## config.mk

```make
export PLATFORM = sky130hd
export DESIGN_NAME = cable_reflect_result_and_variance
export DESIGN_NICKNAME = d
export VERILOG_FILES = /design/src/hdl/cable_diag_pkg.sv /design/src/hdl/sample_judge.sv /design/src/hdl/cable_reflect_result_and_variance.sv
export VERILOG_INCLUDE_DIRS = /design/src /design/src/hdl
export SDC_FILE = /design/constraint.sdc
export NUM_CORES = 1
export LEC_CHECK = 0
export ABC_AREA = 0
export ABC_CLOCK_PERIOD_IN_PS = 7450
export BUFFER_PORTS_ARGS = -buffer_cell sky130_fd_sc_hd__buf_2
export CELL_PAD_IN_SITES_DETAIL_PLACEMENT = 1
export CELL_PAD_IN_SITES_GLOBAL_PLACEMENT = 1
export CORE_UTILIZATION = 45
export DETAILED_ROUTE_END_ITERATION = 12
export MAX_ROUTING_LAYER = met4
export PLACE_DENSITY_LB_ADDON = 0.08
export REMOVE_ABC_BUFFERS = 1
export SYNTH_ARGS = -nofsm -noshare
export SYNTH_HDL_FRONTEND = slang
export SYNTH_SLANG_ARGS = --single-unit
```

## constraint.sdc

```tcl
create_clock -name clk_in -period 7.45 [get_ports clk_in]
set_input_delay 0 -clock clk_in [delete_from_list [all_inputs] [get_ports clk_in]]
set_output_delay 0 -clock clk_in [all_outputs]
set_load 0.03 [all_outputs]
```

## src/hdl/cable_diag_cfg.svh

```systemverilog
`ifndef CABLE_DIAG_CFG_SVH
`define CABLE_DIAG_CFG_SVH

// ==========================================================================
// Register addresses, page 2
// ==========================================================================
`define ADDR_PULSE_CTRL      5'h16
`define ADDR_SAMPLE_WINDOW   5'h17
`define ADDR_PEAK_RESULT     5'h18
`define ADDR_THRESH_RESULT   5'h19
`define ADDR_VAR_CONTROL     5'h1A
`define ADDR_VAR_DATA        5'h1B

// ==========================================================================
// Pulse control fields
// ==========================================================================
`define PC_TX_CHANNEL_BIT    13
`define PC_RX_CHANNEL_BIT    12
`define PC_LAUNCH_BIT        11
`define PC_WIDTH_MSB         10
`define PC_WIDTH_LSB         8
`define PC_NEG_SELECT_BIT    7
`define PC_THRESH_MSB        5
`define PC_THRESH_LSB        0
`define PC_THRESH_RESET      6'h20

// ==========================================================================
// Sample window fields
// ==========================================================================
`define WIN_BEGIN_MSB        15
`define WIN_BEGIN_LSB        8
`define WIN_END_MSB          7
`define WIN_END_LSB          0
`define WIN_BEGIN_RESET      8'h00
`define WIN_END_RESET        8'hFF
`define WIN_TIME_LAST        8'hFF

// ==========================================================================
// Result fields
// ==========================================================================
`define PEAK_VALUE_MSB       13
`define PEAK_VALUE_LSB       8
`define THRESH_HIT_BIT       8

// ==========================================================================
// Variance control fields and timing
// ==========================================================================
`define VC_READY_BIT         15
`define VC_FREEZE_BIT        3
`define VC_TIMER_MSB         2
`define VC_TIMER_LSB         1
`define VC_ENABLE_BIT        0
`define VAR_TIMER_RESET      2'h0
`define VAR_UNIT_CYCLES      131072
`define VAR_UNITS_PER_CODE   2

`endif

```

## src/hdl/cable_diag_pkg.sv

```systemverilog
package cable_diag_pkg;

	typedef struct packed {
		logic        wr;
		logic        rd;
		logic [4:0]  addr;
		logic [15:0] wdata;
	} reg_req_t;

	typedef enum logic [0:0] {
		CAP_IDLE = 1'b0,
		CAP_RUN  = 1'b1
	} cap_state_t;

	typedef struct packed {
		cap_state_t  cap_state;
		logic [7:0]  window_begin_time;
		logic [7:0]  window_end_time;
		logic        tx_channel;
		logic        rx_channel;
		logic        launch_pulse_bit;
		logic [2:0]  pulse_width;
		logic        negative_peak_select;
		logic [5:0]  rx_threshold;
		logic        launch;
		logic [7:0]  cap_time;
		logic        peak_seen;
		logic [5:0]  peak_sample_value;
		logic [7:0]  peak_first_time;
		logic        threshold_hit_flag;
		logic [7:0]  threshold_first_time;
		logic        var_ready;
		logic        var_freeze;
		logic [1:0]  var_timer;
		logic        var_enable;
		logic [31:0] var_data;
		logic [15:0] var_high_shadow;
		logic        var_read_phase;
		logic [31:0] var_acc;
		logic [23:0] unit_cnt;
		logic [3:0]  units_done;
		logic        rvalid;
		logic [15:0] rdata;
	} state_t;

endpackage

```

## src/hdl/sample_judge.sv

```systemverilog
`timescale 1ns/100ps

module sample_judge #(
	parameter int WIDTH = 6
) (
	input  wire logic [WIDTH-1:0] sample_in,     // Current sample
	input  wire logic [WIDTH-1:0] peak_in,       // Best sample so far
	input  wire logic [WIDTH-1:0] threshold_in,  // Trigger level
	input  wire logic             negative_in,   // 1: look for minimum
	output logic                  beats_peak_out, // Strictly better than peak
	output logic                  meets_out       // Crosses threshold
);

	// ======================================================================
	// Comparison
	// ======================================================================
	// Strict compare keeps the first occurrence of an equal peak
	always_comb begin
		if (negative_in) begin
			beats_peak_out = sample_in < peak_in;
			meets_out      = sample_in < threshold_in;
		end else begin
			beats_peak_out = sample_in > peak_in;
			meets_out      = sample_in > threshold_in;
		end
	end

endmodule

```

## src/hdl/cable_reflect_result_and_variance.sv

```systemverilog
// Function
// Window begin and end times count 8ns steps from the launched pulse.
// Begin bits 15:8 reset 0, end bits 7:0 reset FF; only in-window samples count.
// Software keeps window end at or above window begin before launching.
// Results valid once launch bit returns to zero; software waits for that.
// Six-bit peak in bits 13:8 holds maximum, or minimum in negative mode.
// Bits 7:0 hold time of first peak occurrence; equal later samples ignored.
// Bit 8 flags any in-window sample meeting threshold, else stays zero.
// Bits 7:0 hold time of first threshold hit, meaningful only when flagged.
// Reserved bits ignore writes and read zero.
// Ready flag bit 15 set on new result, cleared after two data reads.
// Freeze bit 3 blocks data loads, cleared after two consecutive data reads.
// Timer field bits 2:1 codes 0..3 select 2,4,6,8 ms, default 0.
// Writing a new timer value restarts the variance computation.
// Data register loads only when the selected period has elapsed.
// One timer unit equals 2^17 clock cycles.
// Computation runs only while enable bit 0 is set; resets off.
// Launch bit 11 sends pulse, arms capture, self-clears when capture ends.
// Bit 7 selects polarity: 0 positive peak, 1 negative peak.
// After freeze, first data read gives low half, second the high half.
// Results are cleared at the start of each new pulse capture.
`timescale 1ns/100ps
`include "cable_diag_cfg.svh"

module cable_reflect_result_and_variance #(
	parameter int UNIT_CYCLES = `VAR_UNIT_CYCLES
) (
	input  wire logic                     clk_in,            // 125 MHz clock
	input  wire logic                     rst_in,            // Sync reset, active high
	input  wire cable_diag_pkg::reg_req_t reg_req_in,        // Management register request
	output logic                          reg_rvalid_out,    // Read data valid pulse
	output logic [15:0]                   reg_rdata_out,     // Read data
	input  wire logic [5:0]               sample_in,         // Reflected response sample
	output logic                          pulse_launch_out,  // One-cycle launch strobe
	output logic [2:0]                    pulse_width_out,   // Launch pulse width
	output logic                          tx_channel_out,    // Transmit pair select
	output logic                          rx_channel_out,    // Receive pair select
	output logic                          capture_busy_out,  // Capture in progress
	input  wire logic signed [7:0]        var_err_in,        // Receiver error sample
	input  wire logic                     var_err_valid_in,  // Error sample strobe
	output logic                          var_ready_out      // Variance result ready
);

	// ======================================================================
	// State
	// ======================================================================
	cable_diag_pkg::state_t st_q;
	cable_diag_pkg::state_t st_d;

	logic        beats_peak;
	logic        meets_thr;
	logic        in_window;
	logic        cap_last;
	logic        wr_ctrl;
	logic        wr_window;
	logic        wr_var;
	logic        rd_data;
	logic        rd_other;
	logic [3:0]  period_units;
	logic        unit_tick;
	logic        period_done;
	logic [15:0] err_sq;

	sample_judge #(
		.WIDTH (6)
	) u_judge (
		.sample_in      (sample_in),
		.peak_in        (st_q.peak_sample_value),
		.threshold_in   (st_q.rx_threshold),
		.negative_in    (st_q.negative_peak_select),
		.beats_peak_out (beats_peak),
		.meets_out      (meets_thr)
	);

	// ======================================================================
	// Decode
	// ======================================================================
	always_comb begin
		wr_ctrl   = 1'b0;
		wr_window = 1'b0;
		wr_var    = 1'b0;
		rd_data   = 1'b0;
		rd_other  = 1'b0;
		if (reg_req_in.wr && reg_req_in.addr == `ADDR_PULSE_CTRL) begin
			wr_ctrl = 1'b1;
		end else if (reg_req_in.wr && reg_req_in.addr == `ADDR_SAMPLE_WINDOW) begin
			wr_window = 1'b1;
		end else if (reg_req_in.wr && reg_req_in.addr == `ADDR_VAR_CONTROL) begin
			wr_var = 1'b1;
		end
		if (reg_req_in.rd && reg_req_in.addr == `ADDR_VAR_DATA) begin
			rd_data = 1'b1;
		end else if (reg_req_in.rd) begin
			rd_other = 1'b1;
		end
	end

	// ======================================================================
	// Capture window and variance timing
	// ======================================================================
	always_comb begin
		// Inclusive window in 8ns steps since launch
		in_window = (st_q.cap_time >= st_q.window_begin_time) &&
		            (st_q.cap_time <= st_q.window_end_time);
		// Stop at window end; a reversed window simply sees no samples
		cap_last  = (st_q.cap_time == st_q.window_end_time) ||
		            (st_q.cap_time == `WIN_TIME_LAST);
		period_units = 4'((32'(st_q.var_timer) + 32'd1) * `VAR_UNITS_PER_CODE);
		unit_tick    = st_q.unit_cnt == 24'(UNIT_CYCLES - 1);
		period_done  = unit_tick && (st_q.units_done == 4'(period_units - 4'h1));
		// Widen before multiplying so the square is not cut to 8 bits
		err_sq       = 16'(32'(var_err_in) * 32'(var_err_in));
	end

	// ======================================================================
	// Next state
	// ======================================================================
	always_comb begin
		st_d        = st_q;
		st_d.launch = 1'b0;
		st_d.rvalid = reg_req_in.rd;

		// Pulse control and window writes
		if (wr_ctrl) begin
			st_d.tx_channel           = reg_req_in.wdata[`PC_TX_CHANNEL_BIT];
			st_d.rx_channel           = reg_req_in.wdata[`PC_RX_CHANNEL_BIT];
			st_d.pulse_width          = reg_req_in.wdata[`PC_WIDTH_MSB:`PC_WIDTH_LSB];
			st_d.negative_peak_select = reg_req_in.wdata[`PC_NEG_SELECT_BIT];
			st_d.rx_threshold         = reg_req_in.wdata[`PC_THRESH_MSB:`PC_THRESH_LSB];
		end
		if (wr_window) begin
			st_d.window_begin_time = reg_req_in.wdata[`WIN_BEGIN_MSB:`WIN_BEGIN_LSB];
			st_d.window_end_time   = reg_req_in.wdata[`WIN_END_MSB:`WIN_END_LSB];
		end

		// Capture engine
		case (st_q.cap_state)
			cable_diag_pkg::CAP_IDLE: begin
				if (wr_ctrl && reg_req_in.wdata[`PC_LAUNCH_BIT]) begin
					st_d.cap_state            = cable_diag_pkg::CAP_RUN;
					st_d.launch_pulse_bit     = 1'b1;
					st_d.launch               = 1'b1;
					st_d.cap_time             = 8'h00;
					// Old results must never look valid for the new pulse
					st_d.peak_seen            = 1'b0;
					st_d.peak_sample_value    = 6'h00;
					st_d.peak_first_time      = 8'h00;
					st_d.threshold_hit_flag   = 1'b0;
					st_d.threshold_first_time = 8'h00;
				end
			end
			cable_diag_pkg::CAP_RUN: begin
				if (in_window) begin
					if (!st_q.peak_seen || beats_peak) begin
						st_d.peak_seen         = 1'b1;
						st_d.peak_sample_value = sample_in;
						st_d.peak_first_time   = st_q.cap_time;
					end
					if (meets_thr && !st_q.threshold_hit_flag) begin
						st_d.threshold_hit_flag   = 1'b1;
						st_d.threshold_first_time = st_q.cap_time;
					end
				end
				if (cap_last) begin
					st_d.cap_state        = cable_diag_pkg::CAP_IDLE;
					st_d.launch_pulse_bit = 1'b0;
				end else begin
					st_d.cap_time = st_q.cap_time + 8'h01;
				end
			end
			default: begin
				st_d.cap_state = cable_diag_pkg::CAP_IDLE;
			end
		endcase

		// Variance data reads: low half first, then high half
		if (rd_data) begin
			if (!st_q.var_read_phase) begin
				st_d.var_read_phase  = 1'b1;
				st_d.var_high_shadow = st_q.var_data[31:16];
			end else begin
				st_d.var_read_phase = 1'b0;
				st_d.var_ready      = 1'b0;
				st_d.var_freeze     = 1'b0;
			end
		end else if (rd_other) begin
			// Any other read breaks the pair
			st_d.var_read_phase = 1'b0;
		end

		// Variance control writes
		if (wr_var) begin
			st_d.var_freeze = reg_req_in.wdata[`VC_FREEZE_BIT];
			st_d.var_timer  = reg_req_in.wdata[`VC_TIMER_MSB:`VC_TIMER_LSB];
			st_d.var_enable = reg_req_in.wdata[`VC_ENABLE_BIT];
		end

		// Variance computation
		if (!st_q.var_enable) begin
			st_d.var_acc    = 32'h0000_0000;
			st_d.unit_cnt   = 24'h00_0000;
			st_d.units_done = 4'h0;
		end else if (wr_var &&
		             reg_req_in.wdata[`VC_TIMER_MSB:`VC_TIMER_LSB] != st_q.var_timer) begin
			st_d.var_acc    = 32'h0000_0000;
			st_d.unit_cnt   = 24'h00_0000;
			st_d.units_done = 4'h0;
		end else begin
			st_d.var_acc  = var_err_valid_in ? st_q.var_acc + 32'(err_sq) : st_q.var_acc;
			st_d.unit_cnt = unit_tick ? 24'h00_0000 : st_q.unit_cnt + 24'h00_0001;
			if (period_done) begin
				st_d.units_done = 4'h0;
				st_d.var_acc    = 32'h0000_0000;
				if (!st_q.var_freeze) begin
					st_d.var_data  = st_q.var_acc;
					// Set beats a same-cycle clear from the read pair
					st_d.var_ready = 1'b1;
				end
			end else if (unit_tick) begin
				st_d.units_done = st_q.units_done + 4'h1;
			end
		end

		// Read data, reserved bits forced to zero
		st_d.rdata = 16'h0000;
		if (reg_req_in.rd && reg_req_in.addr == `ADDR_PULSE_CTRL) begin
			st_d.rdata[`PC_TX_CHANNEL_BIT]            = st_q.tx_channel;
			st_d.rdata[`PC_RX_CHANNEL_BIT]            = st_q.rx_channel;
			st_d.rdata[`PC_LAUNCH_BIT]                = st_q.launch_pulse_bit;
			st_d.rdata[`PC_WIDTH_MSB:`PC_WIDTH_LSB]   = st_q.pulse_width;
			st_d.rdata[`PC_NEG_SELECT_BIT]            = st_q.negative_peak_select;
			st_d.rdata[`PC_THRESH_MSB:`PC_THRESH_LSB] = st_q.rx_threshold;
		end else if (reg_req_in.rd && reg_req_in.addr == `ADDR_SAMPLE_WINDOW) begin
			st_d.rdata[`WIN_BEGIN_MSB:`WIN_BEGIN_LSB] = st_q.window_begin_time;
			st_d.rdata[`WIN_END_MSB:`WIN_END_LSB]     = st_q.window_end_time;
		end else if (reg_req_in.rd && reg_req_in.addr == `ADDR_PEAK_RESULT) begin
			st_d.rdata[`PEAK_VALUE_MSB:`PEAK_VALUE_LSB] = st_q.peak_sample_value;
			st_d.rdata[7:0]                             = st_q.peak_first_time;
		end else if (reg_req_in.rd && reg_req_in.addr == `ADDR_THRESH_RESULT) begin
			st_d.rdata[`THRESH_HIT_BIT] = st_q.threshold_hit_flag;
			st_d.rdata[7:0]             = st_q.threshold_first_time;
		end else if (reg_req_in.rd && reg_req_in.addr == `ADDR_VAR_CONTROL) begin
			st_d.rdata[`VC_READY_BIT]              = st_q.var_ready;
			st_d.rdata[`VC_FREEZE_BIT]             = st_q.var_freeze;
			st_d.rdata[`VC_TIMER_MSB:`VC_TIMER_LSB] = st_q.var_timer;
			st_d.rdata[`VC_ENABLE_BIT]             = st_q.var_enable;
		end else if (rd_data) begin
			st_d.rdata = st_q.var_read_phase ? st_q.var_high_shadow
			                                 : st_q.var_data[15:0];
		end
	end

	// ======================================================================
	// Registers
	// ======================================================================
	always_ff @(posedge clk_in) begin
		if (rst_in) begin
			st_q                      <= '0;
			st_q.cap_state            <= cable_diag_pkg::CAP_IDLE;
			st_q.window_begin_time    <= `WIN_BEGIN_RESET;
			st_q.window_end_time      <= `WIN_END_RESET;
			st_q.rx_threshold         <= `PC_THRESH_RESET;
			st_q.var_timer            <= `VAR_TIMER_RESET;
			st_q.var_enable           <= 1'b0;
		end else begin
			st_q <= st_d;
		end
	end

	// ======================================================================
	// Outputs
	// ======================================================================
	assign reg_rvalid_out   = st_q.rvalid;
	assign reg_rdata_out    = st_q.rdata;
	assign pulse_launch_out = st_q.launch;
	assign pulse_width_out  = st_q.pulse_width;
	assign tx_channel_out   = st_q.tx_channel;
	assign rx_channel_out   = st_q.rx_channel;
	assign capture_busy_out = st_q.launch_pulse_bit;
	assign var_ready_out    = st_q.var_ready;

endmodule

```

# Yosys cells after proc, flatten, opt, wreduce, memory -nomap -nowiden
# Index checks and enable logic that the tools add are counted.
# totals
reg_bits	194
out_inout_bits	25
# classes
n_reduce_logical	32
addsub	6
mul	1
magnitude_cmp	6
eq_ne	17
bitwise	5
mux	46
# ops
operator	n
two-way mux 16 bit	4
case mux 32 bit (2 select lines)	1
two-way mux 33 bit	1
adder 32 x 16 -> 32 bit	1
== test 5 bit (second input constant)	6
adder 24 x 1 -> 24 bit (second input constant)	1
== test 24 x 17 -> 1 bit (second input constant)	1
two-way mux 24 bit	1
two-way mux 1 bit	23
two-way mux 9 bit	2
multiplier 8 x 8 -> 16 bit	1
two-way mux 15 bit	1
logical AND 1 bit	14
two-way mux 14 bit	1
two-way mux 7 bit	2
> comparator 6 bit	2
less-than comparator 6 bit	2
two-way mux 11 bit	1
adder 8 x 1 -> 8 bit (second input constant)	1
== test 8 bit	1
== test 8 bit (second input constant)	1
greater-or-equal comparator 8 bit	1
less-or-equal comparator 8 bit	1
two-way mux 4 bit	2
other kinds (20)	41

# Longest topological paths before layout
# Gate-level depths: netlist of the first run.
# logic_depth
ltp_word	10
mapped_depth	25
depth_no_buf	24

# Hierarchy
# Synthesis of the first run repeated with hierarchy kept, for this count alone.
# unflattened
hier_cells	1378
area_unflattened_um2	11886.4
# by_module_without_submodules
mod	cells_per_inst	seq_area_each_um2	n_inst	area_per_inst_um2
cable_reflect_result_and_variance	1334	3883.7	1	11566.1
sample_judge	44	0.0	1	320.3

# Least setup slack after synthesis of the first run
# OpenSTA, ideal clock, no wires.
# synth_timing
path_type	in2reg
from	input var_err_in[2]
to	register st_q[76] in the netlist's numbering
n_path_buf	1
t_required_ns	7.380
setup_slack_ns	1.823
setup_ns	0.070
path_stages	22
t_arrival_ns	5.558
path_cell_list	clkbuf_1 nand2b_1 fa_1 inv_1 fa_1 fa_1 inv_1 fa_1 inv_1 ha_1 or3_1 a311oi_1 o21ai_0 a31o_2 a21oi_1 xnor2_1 ha_1 nand2_1 a2111oi_2 o21ai_0 or4_1 a21oi_1
# synth_via
elab_chain_len	2
# synth_lines
item	line_no	rtl
start, declared	cable_reflect_result_and_variance.sv:39	input wire logic signed [7:0] var_err_in,
multiplier 8 x 8 -> 16 bit	cable_reflect_result_and_variance.sv:112	err_sq = 16'(32'(var_err_in) * 32'(var_err_in));
adder 32 x 16 -> 32 bit	cable_reflect_result_and_variance.sv:209	st_d.var_acc = var_err_valid_in ? st_q.var_acc + 32'(err_sq) : st_q.var_acc;
end signal, assigned	cable_reflect_result_and_variance.sv:266	st_q <= st_d;
end, declared	cable_reflect_result_and_variance.sv:47	cable_diag_pkg::state_t st_q;
# No other way between the ends.
# A chain may end at the register's enable or synchronous reset.

# Worst setup path after layout of the first run
# layout_timing
from	input var_err_in[6]
to	register st_q[76] in the netlist's numbering
# Same word-level chain as after synthesis.

==> metrics.md, run 1 <==
| Metric | Value |
|---|---|
| Status | `complete, no violations` |
| Via/cell ratio | `5.50` |
| Req. time, crit path | `7.81 ns` |
| Hold_ws | `0.0200 ns` |
| CP most frequent cell | `inv_1` |
| Clock transition at path regs | `0.08 ns` |
| Final RePlAce weighted congestion | `0.846` |
| Setup crit start kind | `primary input` |
| Fill cells | `3162` |
| Synth Area in Compound Gates | `14.1%` |
| Yosys reg bits | `194` |
| Sequential share of the synthesized area | `32.6%` |
| Min-delay src | `rst_in` |
| Largest net degree at the start of global routing | `92` |
| # H-tree levels | `4` |
| Final hold vios | `0` |
| Min Tclk post-route | `5.75 ns` |
| Num rows | `59` |
| Syn-to-layout area delta | `10.7%` |
| Setup crit end kind | `flop` |
| Routed vias | `9975` |
| Hold-fix buffers, CTS | `23` |
| CTS root buf | `clkbuf_16` |
| Slew Limit Fails | `0` |
| Worst Path Buf+Inv | `6` |
| Dominant cells by area after synthesis | `dfxtp_1 (33%), ha_1 (8.0%), fa_1 (7.4%)` |
| Vias in the first global route | `10190` |
| R2r startpoint | `st_q[127]$_SDFFE_PP0P_` |
| XOR/XNOR Fraction of Synth Area | `4.63%` |
| Combinational family with the most area after synthesis | `simple AND/OR/NAND/NOR gates` |
| Die Ht | `165 um` |
| Clk_lat worst skew | `0.44 ns` |
| Asr flop ratio synth | `0%` |
| CP delay by family, top | `adder cells` |
| Slowest cell on crit path | `fa_1` |
| Crit path kind | `in2reg` |
| RSZ-0062 raised after global routing | `no` |
| Crit-path cells | `buf_2, inv_1, nor2_1, inv_1, fa_1, inv_1, fa_1, fa_1, inv_1, fa_1, inv_1, ha_1, or3_1, a311oi_1, o21ai_0, a31o_2, a21oi_1, xnor2_1, ha_1, nand2_1, a2111oi_2, o21ai_0, or4_1, a21oi_1` |
| Count of cells resized by post-cts repair | `0` |
| Mux share of post-synthesis cell area | `5.27%` |
| Initial Utilization | `45.8%` |
| Io pins | `65` |
| Top FF cell, synth | `dfxtp_1` |
| Most frequent cells in the layout | `dfxtp_1 (194), nand2_1 (189), inv_1 (118), a21oi_1 (118), nor2_1 (116)` |
| # DRC | `0` |
| Post-synthesis simple-gate area fraction | `21.1%` |
| Routed len/inst | `18.2 um` |
| Total leakage power | `5.24 nW` |
| Layout cells sized above 1 | `8.92%` |
| Hold WC Path Type | `in2reg` |
| CTS Buffer Depth | `2` |
| Yosys warns | `0` |
| Max FO, Critical Path | `7` |
| Maximum VDD drop | `0.180 mV` |
| Most common cell after layout, fill and taps aside | `dfxtp_1` |
| Global-route usage over all layers | `25.8%` |
| Fmax | `174 MHz` |
| DRT Pass-1 Iters | `5` |
| CP peak stage delay | `0.54 ns` |
| Wire length of the first global-routing pass | `52900 um` |
| Max_slew headroom | `24.4%` |
| Critical Path Start | `var_err_in[6]` |
| Worst-Margin Slew | `1.13 ns` |
| Layout Nets | `1626` |
| Post-CTS setup buffers | `0` |
| ANT nets after route | `0` |
| Inserted Diodes | `0` |
| TNS Setup | `0 ns` |
| Power Dens Cells | `263 mW/mm^2` |
| Tcrit/Tclk final | `77.2%` |
| Reg area | `0.00388 mm^2` |
| Core box area | `0.0261 mm^2` |
| Yosys cell types | `71` |
| Die Footprint | `0.0272 mm^2` |
| Hpwl dp | `25100 um` |
| TritonCTS clock tree | `yes` |
| Cells after synthesis | `1429` |
| CTS Sinks | `194` |
| Routed WL | `33100 um` |
| CTS buffer count | `17` |
| Initial antenna violation count | `0` |
| Post-Syn Area per Cell | `8.34 um^2` |
| Synth area leader | `dfxtp_1` |
| Post-Synth Adder-Cell Area | `15.4%` |
| Port Buffer Count | `64` |
| Overflow after GRT | `0` |
| Clock skew | `0.0208 ns` |
| # setup viols final | `0` |
| Max_cap viols | `0` |
| Footprint of the multi-input gates | `0.00721 mm^2` |
| Crit path DAT | `6.11 ns` |
| Synth Cell Area | `0.0119 mm^2` |
| DRT iter0 DRCs | `509` |
| Share of the synthesized area in the top cell type | `32.6%` |
| Post-synth EDFFs | `0` |
| Die W | `165 um` |
[sequential cells by signal, summed over array words and instances, names as in the netlist]
register,count
pulse_width_out,3
reg_rdata_out,16
pulse_launch_out,1
reg_rvalid_out,1
tx_channel_out,1
var_ready_out,1
st_q,169
rx_channel_out,1
capture_busy_out,1
[synthesized netlist by cell type, types with 8 or more instances]
library cell  count
a211o_1           9
a21o_1           10
a21oi_1         118
a221oi_1         12
and2_1           17
and3_1           11
buf_4            19
clkbuf_1         50
dfxtp_1         194
fa_1             44
ha_1             76
inv_1           118
mux2i_1          56
nand2_1         189
nand2b_1         33
nand3_1          28
nand3b_1         17
nand4_1          14
nor2_1          117
nor2b_1          17
nor3_1           24
nor4_1            9
o211ai_1          8
o21ai_0          47
o22ai_1           9
or2_2             8
or3_1            16
xnor2_1          46
xor2_1           17
[stage by stage]
step	total power [mW]	instances	setup WS [ns]	utilization (%)	cell area [um^2]
floorplan	2.17	1350	1.88	-	11500
global placement	2.49	1759	1.38	47.4	12400
detailed placement	2.53	1759	1.22	47.4	12400
CTS	3.50	1814	1.67	50.7	13200
global route	3.71	1814	1.27	50.7	13200
finish	3.47	1814	1.70	50.7	13200
[final timing paths]
check,to,slack (ns),depth (start not counted)
min,pulse_launch_out$_SDFF_PP0_,0.02,2
max,st_q[76]$_SDFFE_PP0P_,1.70,24
min reg2reg,st_q[96]$_SDFFE_PP0P_,0.45,2
max reg2reg,st_q[70]$_SDFFE_PP0P_,4.58,7
[layer usage]
layer  track usage, %  share of wire, %  vias to the layer above
li1                 -                 -                     4924
met1             32.8                48                     4909
met2             43.4                49                      115
met3             3.11               1.8                       27
met4             6.21               1.2                        0
met5                -                 0                        -
[cell families (layout without fill, tap and decap cells)]
group,Yosys count,in the layout
AOI/OAI and AO/OA,269,269
xor gates and xnor gates,63,63
adders and majority gates,120,120
buffers and inverters,198,248
DFF,194,194
muxes,62,62
and+or+nand+nor,523,523
[area by class of cell]
class | count | area share (%)
multi-input cells | 1037 | 54.6
clock buffers | 18 | 3.25
well taps | 335 | 3.18
clock inverters | 14 | 1.37
repair buffers | 97 | 4.76
flip-flops and latches | 194 | 29.4
inverters | 119 | 3.38
[report_power, final]
| part | switching [mW] | internal (mW) | leakage (nW) |
|---|---|---|---|
| clock network | 0.466 | 0.488 | 0.298 |
| logic | 0.893 | 0.578 | 3.38 |
| registers | 0.00278 | 1.04 | 1.56 |
[worst register-to-register path: stages, from the launching register on]
cell	delay (ns)
dfxtp_1	0.46
ha_1	0.29
xor2_1	0.16
and3_1	0.19
o2111a_1	0.40
or2_2	0.63
or4_1	0.59
o21ai_0	0.08
No activity file was read; power rests on OpenSTA's default activity.
==> run 2: changes to the inputs <==
- ABC_CLOCK_PERIOD_IN_PS: 7450 -> 5350
- clock period: 7.45 -> 5.35 ns (I/O delays scaled with it)
==> metrics.md, run 2 (synthesis gave the netlist of run 1 again) <==
| Metric | Value |
|---|---|
| Final std cells w/o fill | `1902 (was 1814)` |
| Num rows | `59 (unchanged)` |
| Die Ht | `165 um (unchanged)` |
| CP peak stage delay | `0.54 ns (about the same)` |
| Hpwl dp | `25400 um (was 25100 um)` |
| Hold Crit Depth | `2 (unchanged)` |
| Syn-to-layout area delta | `17.4% (was 10.7%)` |
| Fill cells | `3161 (was 3162)` |
| # setup viols final | `0 (unchanged)` |
| Slowest cell on crit path | `or4_4 (was fa_1)` |
| Initial Utilization | `45.8% (unchanged)` |
| Clock skew | `0.0238 ns (was 0.0208 ns)` |
| Die W | `165 um (unchanged)` |
| # H-tree levels | `4 (unchanged)` |
| Final hold vios | `0 (unchanged)` |
| R2R cell count | `6 (was 7)` |
| Worst slack at placement | `-0.554 ns (was 1.22 ns)` |
| Max_cap viols | `0 (unchanged)` |
| Crit path DAT | `5.59 ns (was 6.11 ns)` |
| Vias in the first global route | `10545 (was 10190)` |
| Clock transition at path regs | `0.09 ns (was 0.08 ns)` |
| Worst-Margin Slew | `1.28 ns (was 1.13 ns)` |
| Crit-path cells | `buf_2, and2_4, xnor2_1, ha_1, fa_1, fa_1, inv_1, fa_1, inv_1, ha_1, or3_4, a311oi_2, o21ai_1, a31o_2, a21oi_2, xnor2_2, ha_1, buf_6, and2_4, nand2_1, o22ai_2, o21ai_2, or4_4, a21oi_2 (was buf_2, inv_1, nor2_1, inv_1, fa_1, inv_1, fa_1, fa_1, inv_1, fa_1, inv_1, ha_1, or3_1, a311oi_1, o21ai_0, a31o_2, a21oi_1, xnor2_1, ha_1, nand2_1, a2111oi_2, o21ai_0, or4_1, a21oi_1)` |
| Io pins | `65 (unchanged)` |
| Final RePlAce weighted congestion | `0.876 (was 0.846)` |
| Routed vias | `10392 (was 9975)` |
| Setup crit start kind | `primary input (unchanged)` |
| # DRC | `0 (unchanged)` |
| Placed insts | `1841 (was 1759)` |
| Final WS setup | `0.121 ns (was 1.70 ns)` |
| Max FO, Critical Path | `5 (was 7)` |
| Fmax | `191 MHz` |
| Routed WL | `33800 um (was 33100 um)` |
| Maximum VDD drop | `0.245 mV (was 0.180 mV)` |
| Tcrit/Tclk final | `97.7%` |
| Wire length of the first global-routing pass | `53700 um (was 52900 um)` |
| R2r startpoint | `st_q[41]$_SDFF_PP0_ (was st_q[127]$_SDFFE_PP0P_)` |
| Largest net degree at the start of global routing | `94 (was 92)` |
| Status | `complete, no violations (unchanged)` |
| Overflow after GRT | `0 (unchanged)` |
| Top reg by flops | `st_q (unchanged)` |
| Die Footprint | `0.0272 mm^2 (unchanged)` |
| Slew Limit Fails | `0 (unchanged)` |
| Layout Nets | `1713 (was 1626)` |
| Crit path kind | `in2reg (unchanged)` |
| Clk_lat worst skew | `0.45 ns (was 0.44 ns)` |
| Most common cell after layout, fill and taps aside | `dfxtp_1 (unchanged)` |
| Initial antenna violation count | `1 (was 0)` |
| DRT Pass-1 Iters | `4 (was 5)` |
| Routed len/inst | `17.8 um (was 18.2 um)` |
| CTS buffer count | `17 (unchanged)` |
| Min Tclk post-route | `5.23 ns` |
| Max_slew headroom | `14.3% (was 24.4%)` |
| Min-delay src | `rst_in (unchanged)` |
| Most frequent cells in the layout | `dfxtp_1 (194), nand2_1 (186), nor2_1 (115), inv_1 (113), a21oi_1 (112) (was dfxtp_1 (194), nand2_1 (189), inv_1 (118), a21oi_1 (118), nor2_1 (116))` |
| Global-route usage over all layers | `26.1% (was 25.8%)` |
| CTS Sinks | `194 (unchanged)` |
| Worst Hold Path EP | `pulse_launch_out$_SDFF_PP0_ (unchanged)` |
| Total leakage power | `5.70 nW (was 5.24 nW)` |
| DRT iter0 DRCs | `539 (was 509)` |
| Hold WC Path Type | `in2reg (unchanged)` |
| Port Buffer Count | `64 (unchanged)` |
| Via/cell ratio | `5.46 (was 5.50)` |
| TritonCTS clock tree | `yes (unchanged)` |
| Req. time, crit path | `5.71 ns (was 7.81 ns)` |
| Max reg flops | `169 (unchanged)` |
| Reg-to-reg slack, setup | `2.26 ns (was 4.58 ns)` |
| R2r endpoint | `st_q[123]$_SDFFE_PP0P_ (was st_q[70]$_SDFFE_PP0P_)` |
| ANT nets after route | `0 (unchanged)` |
| Power Dens Cells | `406 mW/mm^2 (was 263 mW/mm^2)` |
| Layout cells sized above 1 | `16.1% (was 8.92%)` |
| Setup crit end kind | `flop (unchanged)` |
| RSZ-0062 raised after global routing | `yes (was no)` |
| Core box area | `0.0261 mm^2 (unchanged)` |
| CTS Buffer Depth | `2 (unchanged)` |
| CTS root buf | `clkbuf_16 (unchanged)` |
-- run 2: cell types whose count changed in the layout (fill, tap and decap cells not counted), sizes merged --
cell,change
buf,+86
clkinv,-3
nor3,+1
inv,+3
clkbuf,+1
bufinv,-1
diode,+1
-- run 2: how the worst max path moves through the flow --
stage / from / end / slack [ns] / depth (start not counted)
floorplan: var_err_in[6] / st_q[76]$_SDFFE_PP0P_ / -0.22 / 23
global placement: var_err_in[6] / st_q[74]$_SDFFE_PP0P_ / -0.41 / 25
detailed placement: var_err_in[6] / st_q[74]$_SDFFE_PP0P_ / -0.55 / 25
CTS: var_err_in[6] / st_q[76]$_SDFFE_PP0P_ / 0.02 / 26
global route: var_err_in[0] / st_q[76]$_SDFFE_PP0P_ / -0.04 / 24
finish: var_err_in[0] / st_q[76]$_SDFFE_PP0P_ / 0.12 / 24
-- run 2: timing repair --
| item | 4_1_cts | 5_1_grt |
|---|---|---|
| endpoints found under the hold margin | 40 | 0 |
| hold buffers | 23 | 0 |
| setup buffers | 0 | 4 |
| endpoints found under the setup margin | 11 | 16 |
| pin swaps | 0 | 27 |
| resized for setup | 7 | 37 |
| cloned | 0 | 1 |
-- run 2: area by class of cell --
class / instances / area, um^2 / share of cell area (%)
inverter: 119 / 447 / 3.19
tap: 335 / 419 / 2.99
clock inverter: 13 / 146 / 1.05
clock buffer: 19 / 453 / 3.24
timing repair buffer: 183 / 1280 / 9.17
antenna: 1 / 2.50 / 0.0179
multi-input combinational: 1038 / 7360 / 52.6
sequential: 194 / 3880 / 27.7
-- run 2: per-layer routing --
metal	vias up	GRT usage [%]	wire, um	share of wire [%]
li1	5095	-	-	-
met5	-	-	0	0
met1	5131	32.6	15800	47
met2	120	43.5	16600	49
met3	46	3.52	622	1.8
met4	0	7.96	782	2.3
-- run 2: worst max-delay path: cells and delay by family --
family | cells | cell delay (ns)
adder cells (fa/ha/maj) | 6 | 2.38
AND/OR/NAND/NOR | 5 | 1.30
AO/OA/AOI/OAI | 7 | 1.22
buffers and inverters | 4 | 0.38
XOR/XNOR | 2 | 0.29
-- run 2: where the power goes --
part / leakage, nW / switching [mW] / internal, mW
combinational: 3.84 / 1.53 / 1.39
sequential: 1.56 / 0.00321 / 1.45
clock: 0.299 / 0.655 / 0.660
-- run 2: per-stage QoR --
stage / power [mW] / cell area, um^2 / TNS (ns) / utilization, % / hold WS (ns)
2_1_floorplan: 3.02 / 11500 / -0.891 / - / 0.0691
3_3_place_gp: 4.01 / 13000 / -5.57 / 49.8 / 0.212
3_5_place_dp: 4.08 / 13000 / -8.17 / 49.8 / 0.210
4_1_cts: 5.46 / 13800 / 0 / 53.1 / 0.00514
5_1_grt: 6.04 / 14000 / -0.0437 / 53.7 / 0.0325
6_report: 5.68 / 14000 / 0 / 53.7 / 0.00926
==> run 3: changes to the inputs <==
- ABC_CLOCK_PERIOD_IN_PS: 5350 -> 5700
- clock period: 5.35 -> 5.7 ns (I/O delays scaled with it)
==> metrics.md, run 3 (synthesis gave the netlist of run 1 again) <==
| Metric | Value |
|---|---|
| Status | `complete, no violations (unchanged)` |
| Worst Path Buf+Inv | `7 (was 4)` |
| Maximum VDD drop | `0.363 mV (was 0.245 mV)` |
| Placed insts | `1799 (was 1841)` |
| Most common cell after layout, fill and taps aside | `dfxtp_1 (unchanged)` |
| Global-route usage over all layers | `26.2% (was 26.1%)` |
| CP most frequent cell | `inv_1` |
| DRT Pass-1 Iters | `5 (was 4)` |
| Slew Limit Fails | `0 (unchanged)` |
| Routed vias | `10093 (was 10392)` |
| Clock skew | `0.0155 ns (was 0.0238 ns)` |
| Inserted Diodes | `0 (was 1)` |
| Fmax | `184 MHz` |
| Final hold vios | `0 (unchanged)` |
| CTS root buf | `clkbuf_16 (unchanged)` |
| Initial antenna violation count | `0 (was 1)` |
| CTS Sinks | `194 (unchanged)` |
| Num rows | `59 (unchanged)` |
| CP peak stage delay | `0.55 ns (was 0.54 ns)` |
| CP delay by family, top | `adder cells (unchanged)` |
| Crit path kind | `in2reg (unchanged)` |
| Via/cell ratio | `5.44 (was 5.46)` |
| Critical Path Start | `var_err_in[3] (was var_err_in[0])` |
| Most frequent cells in the layout | `dfxtp_1 (194), nand2_1 (188), inv_1 (118), a21oi_1 (118), nor2_1 (115) (was dfxtp_1 (194), nand2_1 (186), nor2_1 (115), inv_1 (113), a21oi_1 (112))` |
| Layout Nets | `1666 (was 1713)` |
| Max_cap viols | `0 (unchanged)` |
| Reg area | `0.00388 mm^2 (unchanged)` |
| TritonCTS clock tree | `yes (unchanged)` |
| Max_slew headroom | `21.2% (was 14.3%)` |
| Final std cells w/o fill | `1854 (was 1902)` |
| Total leakage power | `5.43 nW (was 5.70 nW)` |
| Power Dens Cells | `359 mW/mm^2 (was 406 mW/mm^2)` |
| Io pins | `65 (unchanged)` |
| Layout cells sized above 1 | `11.7% (was 16.1%)` |
| Worst-Margin Slew | `1.18 ns (was 1.28 ns)` |
| Overflow after GRT | `0 (unchanged)` |
| Die W | `165 um (unchanged)` |
| R2r endpoint | `st_q[105]$_SDFFE_PP0P_ (was st_q[123]$_SDFFE_PP0P_)` |
| Fill cells | `3167 (was 3161)` |
| CTS Buffer Depth | `2 (unchanged)` |
| Max FO, Critical Path | `7 (was 5)` |
| End of the critical path | `st_q[74]$_SDFFE_PP0P_ (was st_q[76]$_SDFFE_PP0P_)` |
| R2r startpoint | `st_q[41]$_SDFF_PP0_ (unchanged)` |
| Min-delay src | `rst_in (unchanged)` |
| Core box area | `0.0261 mm^2 (unchanged)` |
| Clock transition at path regs | `0.08 ns (was 0.09 ns)` |
| Initial Utilization | `45.8% (unchanged)` |
| Syn-to-layout area delta | `13.3% (was 17.4%)` |
| Vias in the first global route | `10383 (was 10545)` |
| Req. time, crit path | `6.07 ns (was 5.71 ns)` |
| Routed len/inst | `17.9 um (was 17.8 um)` |
| Hpwl dp | `25400 um (about the same)` |
| Clk_lat worst skew | `0.44 ns (was 0.45 ns)` |
| Final RePlAce weighted congestion | `0.860 (was 0.876)` |
| Crit path DAT | `5.81 ns (was 5.59 ns)` |
| Largest net degree at the start of global routing | `75 (was 94)` |
| Max reg flops | `169 (unchanged)` |
| # setup viols final | `0 (unchanged)` |
| Footprint of the multi-input gates | `0.00726 mm^2 (was 0.00736 mm^2)` |
| Die Ht | `165 um (unchanged)` |
| Wire length of the first global-routing pass | `53600 um (was 53700 um)` |
| Port Buffer Count | `64 (unchanged)` |
| Tcrit/Tclk final | `95.5%` |
| Die Footprint | `0.0272 mm^2 (unchanged)` |
| # DRC | `0 (unchanged)` |
| Slowest cell on crit path | `fa_1 (was or4_4)` |
| Setup crit end kind | `flop (unchanged)` |
| Post-CTS setup buffers | `0 (unchanged)` |
| Worst path depth | `25 (was 24)` |
| R2R cell count | `6 (unchanged)` |
| Hold_ws | `0.0704 ns (was 0.00926 ns)` |
| DRT iter0 DRCs | `535 (was 539)` |
| CTS buffer count | `17 (unchanged)` |
| Top reg by flops | `st_q (unchanged)` |
| ANT nets after route | `0 (unchanged)` |
| Hold WC Path Type | `in2reg (unchanged)` |
| Min Tclk post-route | `5.44 ns` |
| Reg-to-reg slack, setup | `2.73 ns (was 2.26 ns)` |
| Routed WL | `33200 um (was 33800 um)` |
| # H-tree levels | `4 (unchanged)` |
| Setup crit start kind | `primary input (unchanged)` |
## run 3: cell types whose count changed in the layout (fill, tap and decap cells not counted), moves of 3 or more
cell | before | now
a21oi_1 | 112 | 118
a21oi_2 | 6 | 0
buf_4 | 96 | 51
clkinv_4 | 0 | 3
inv_1 | 113 | 118
inv_2 | 5 | 0
inv_8 | 7 | 4
## run 3: power breakdown
group / leakage, nW / switching [mW] / internal, mW
registers: 1.56 / 0.00382 / 1.36
clock network: 0.280 / 0.605 / 0.587
logic: 3.58 / 1.30 / 0.996
total: 5.43 / 1.91 / 2.94
## run 3: worst register-to-register path, cell delays in order, from the launching register on
cell and delay [ns]:
dfxtp_1 0.35, or4_1 0.57, nor4_1 0.29, o2111a_1 0.48, nand2_1 0.74, nand2_1 0.31, a21oi_1 0.08
## run 3: layout make-up
cell class | count | area share, %
timing repair buffer | 137 | 6.87
multi-input combinational | 1037 | 53.7
sequential | 194 | 28.7
tap | 335 | 3.10
inverter | 119 | 3.31
clock inverter | 13 | 1.03
clock buffer | 19 | 3.20
## run 3: metrics by stage
step	TNS, ns	util (%)	power (mW)	setup WS, ns	cell area, um^2
floorplan	0	-	2.83	0.133	11500
global placement	-0.349	48.6	3.53	-0.0554	12700
detailed placement	-2.86	48.6	3.60	-0.260	12700
CTS	0	51.7	4.82	0.193	13500
global route	-0.00743	51.8	5.17	-0.00743	13500
finish	0	51.8	4.85	0.257	13500
## run 3: worst min path at each step
stage          slack (ns)                          end  depth (start not counted)
6_report             0.07       st_q[168]$_SDFFE_PP0P_                          2
5_1_grt              0.09       st_q[168]$_SDFFE_PP0P_                          2
4_1_cts              0.07       st_q[168]$_SDFFE_PP0P_                          2
3_5_place_dp         0.21       st_q[183]$_SDFFE_PP1P_                          2
3_3_place_gp         0.21       st_q[183]$_SDFFE_PP1P_                          2
2_1_floorplan        0.07  reg_rdata_out[3]$_SDFF_PP0_                          1
## run 3: metal layers
layer  track usage [%]  vias up  part of all wire, %
met5                 -        -                    0
met4              6.59        0                  1.5
met3              2.81       33                  2.3
met2              44.7      131                   49
met1              33.0     4929                   47
li1                  -     5000                    -
## run 3: repair_timing
action                                 in CTS  in global routing
hold buffers                               23                  0
endpoints found under the hold margin      40                  0
setup endpoints to repair                   0                 14
resized for setup                           0                 11
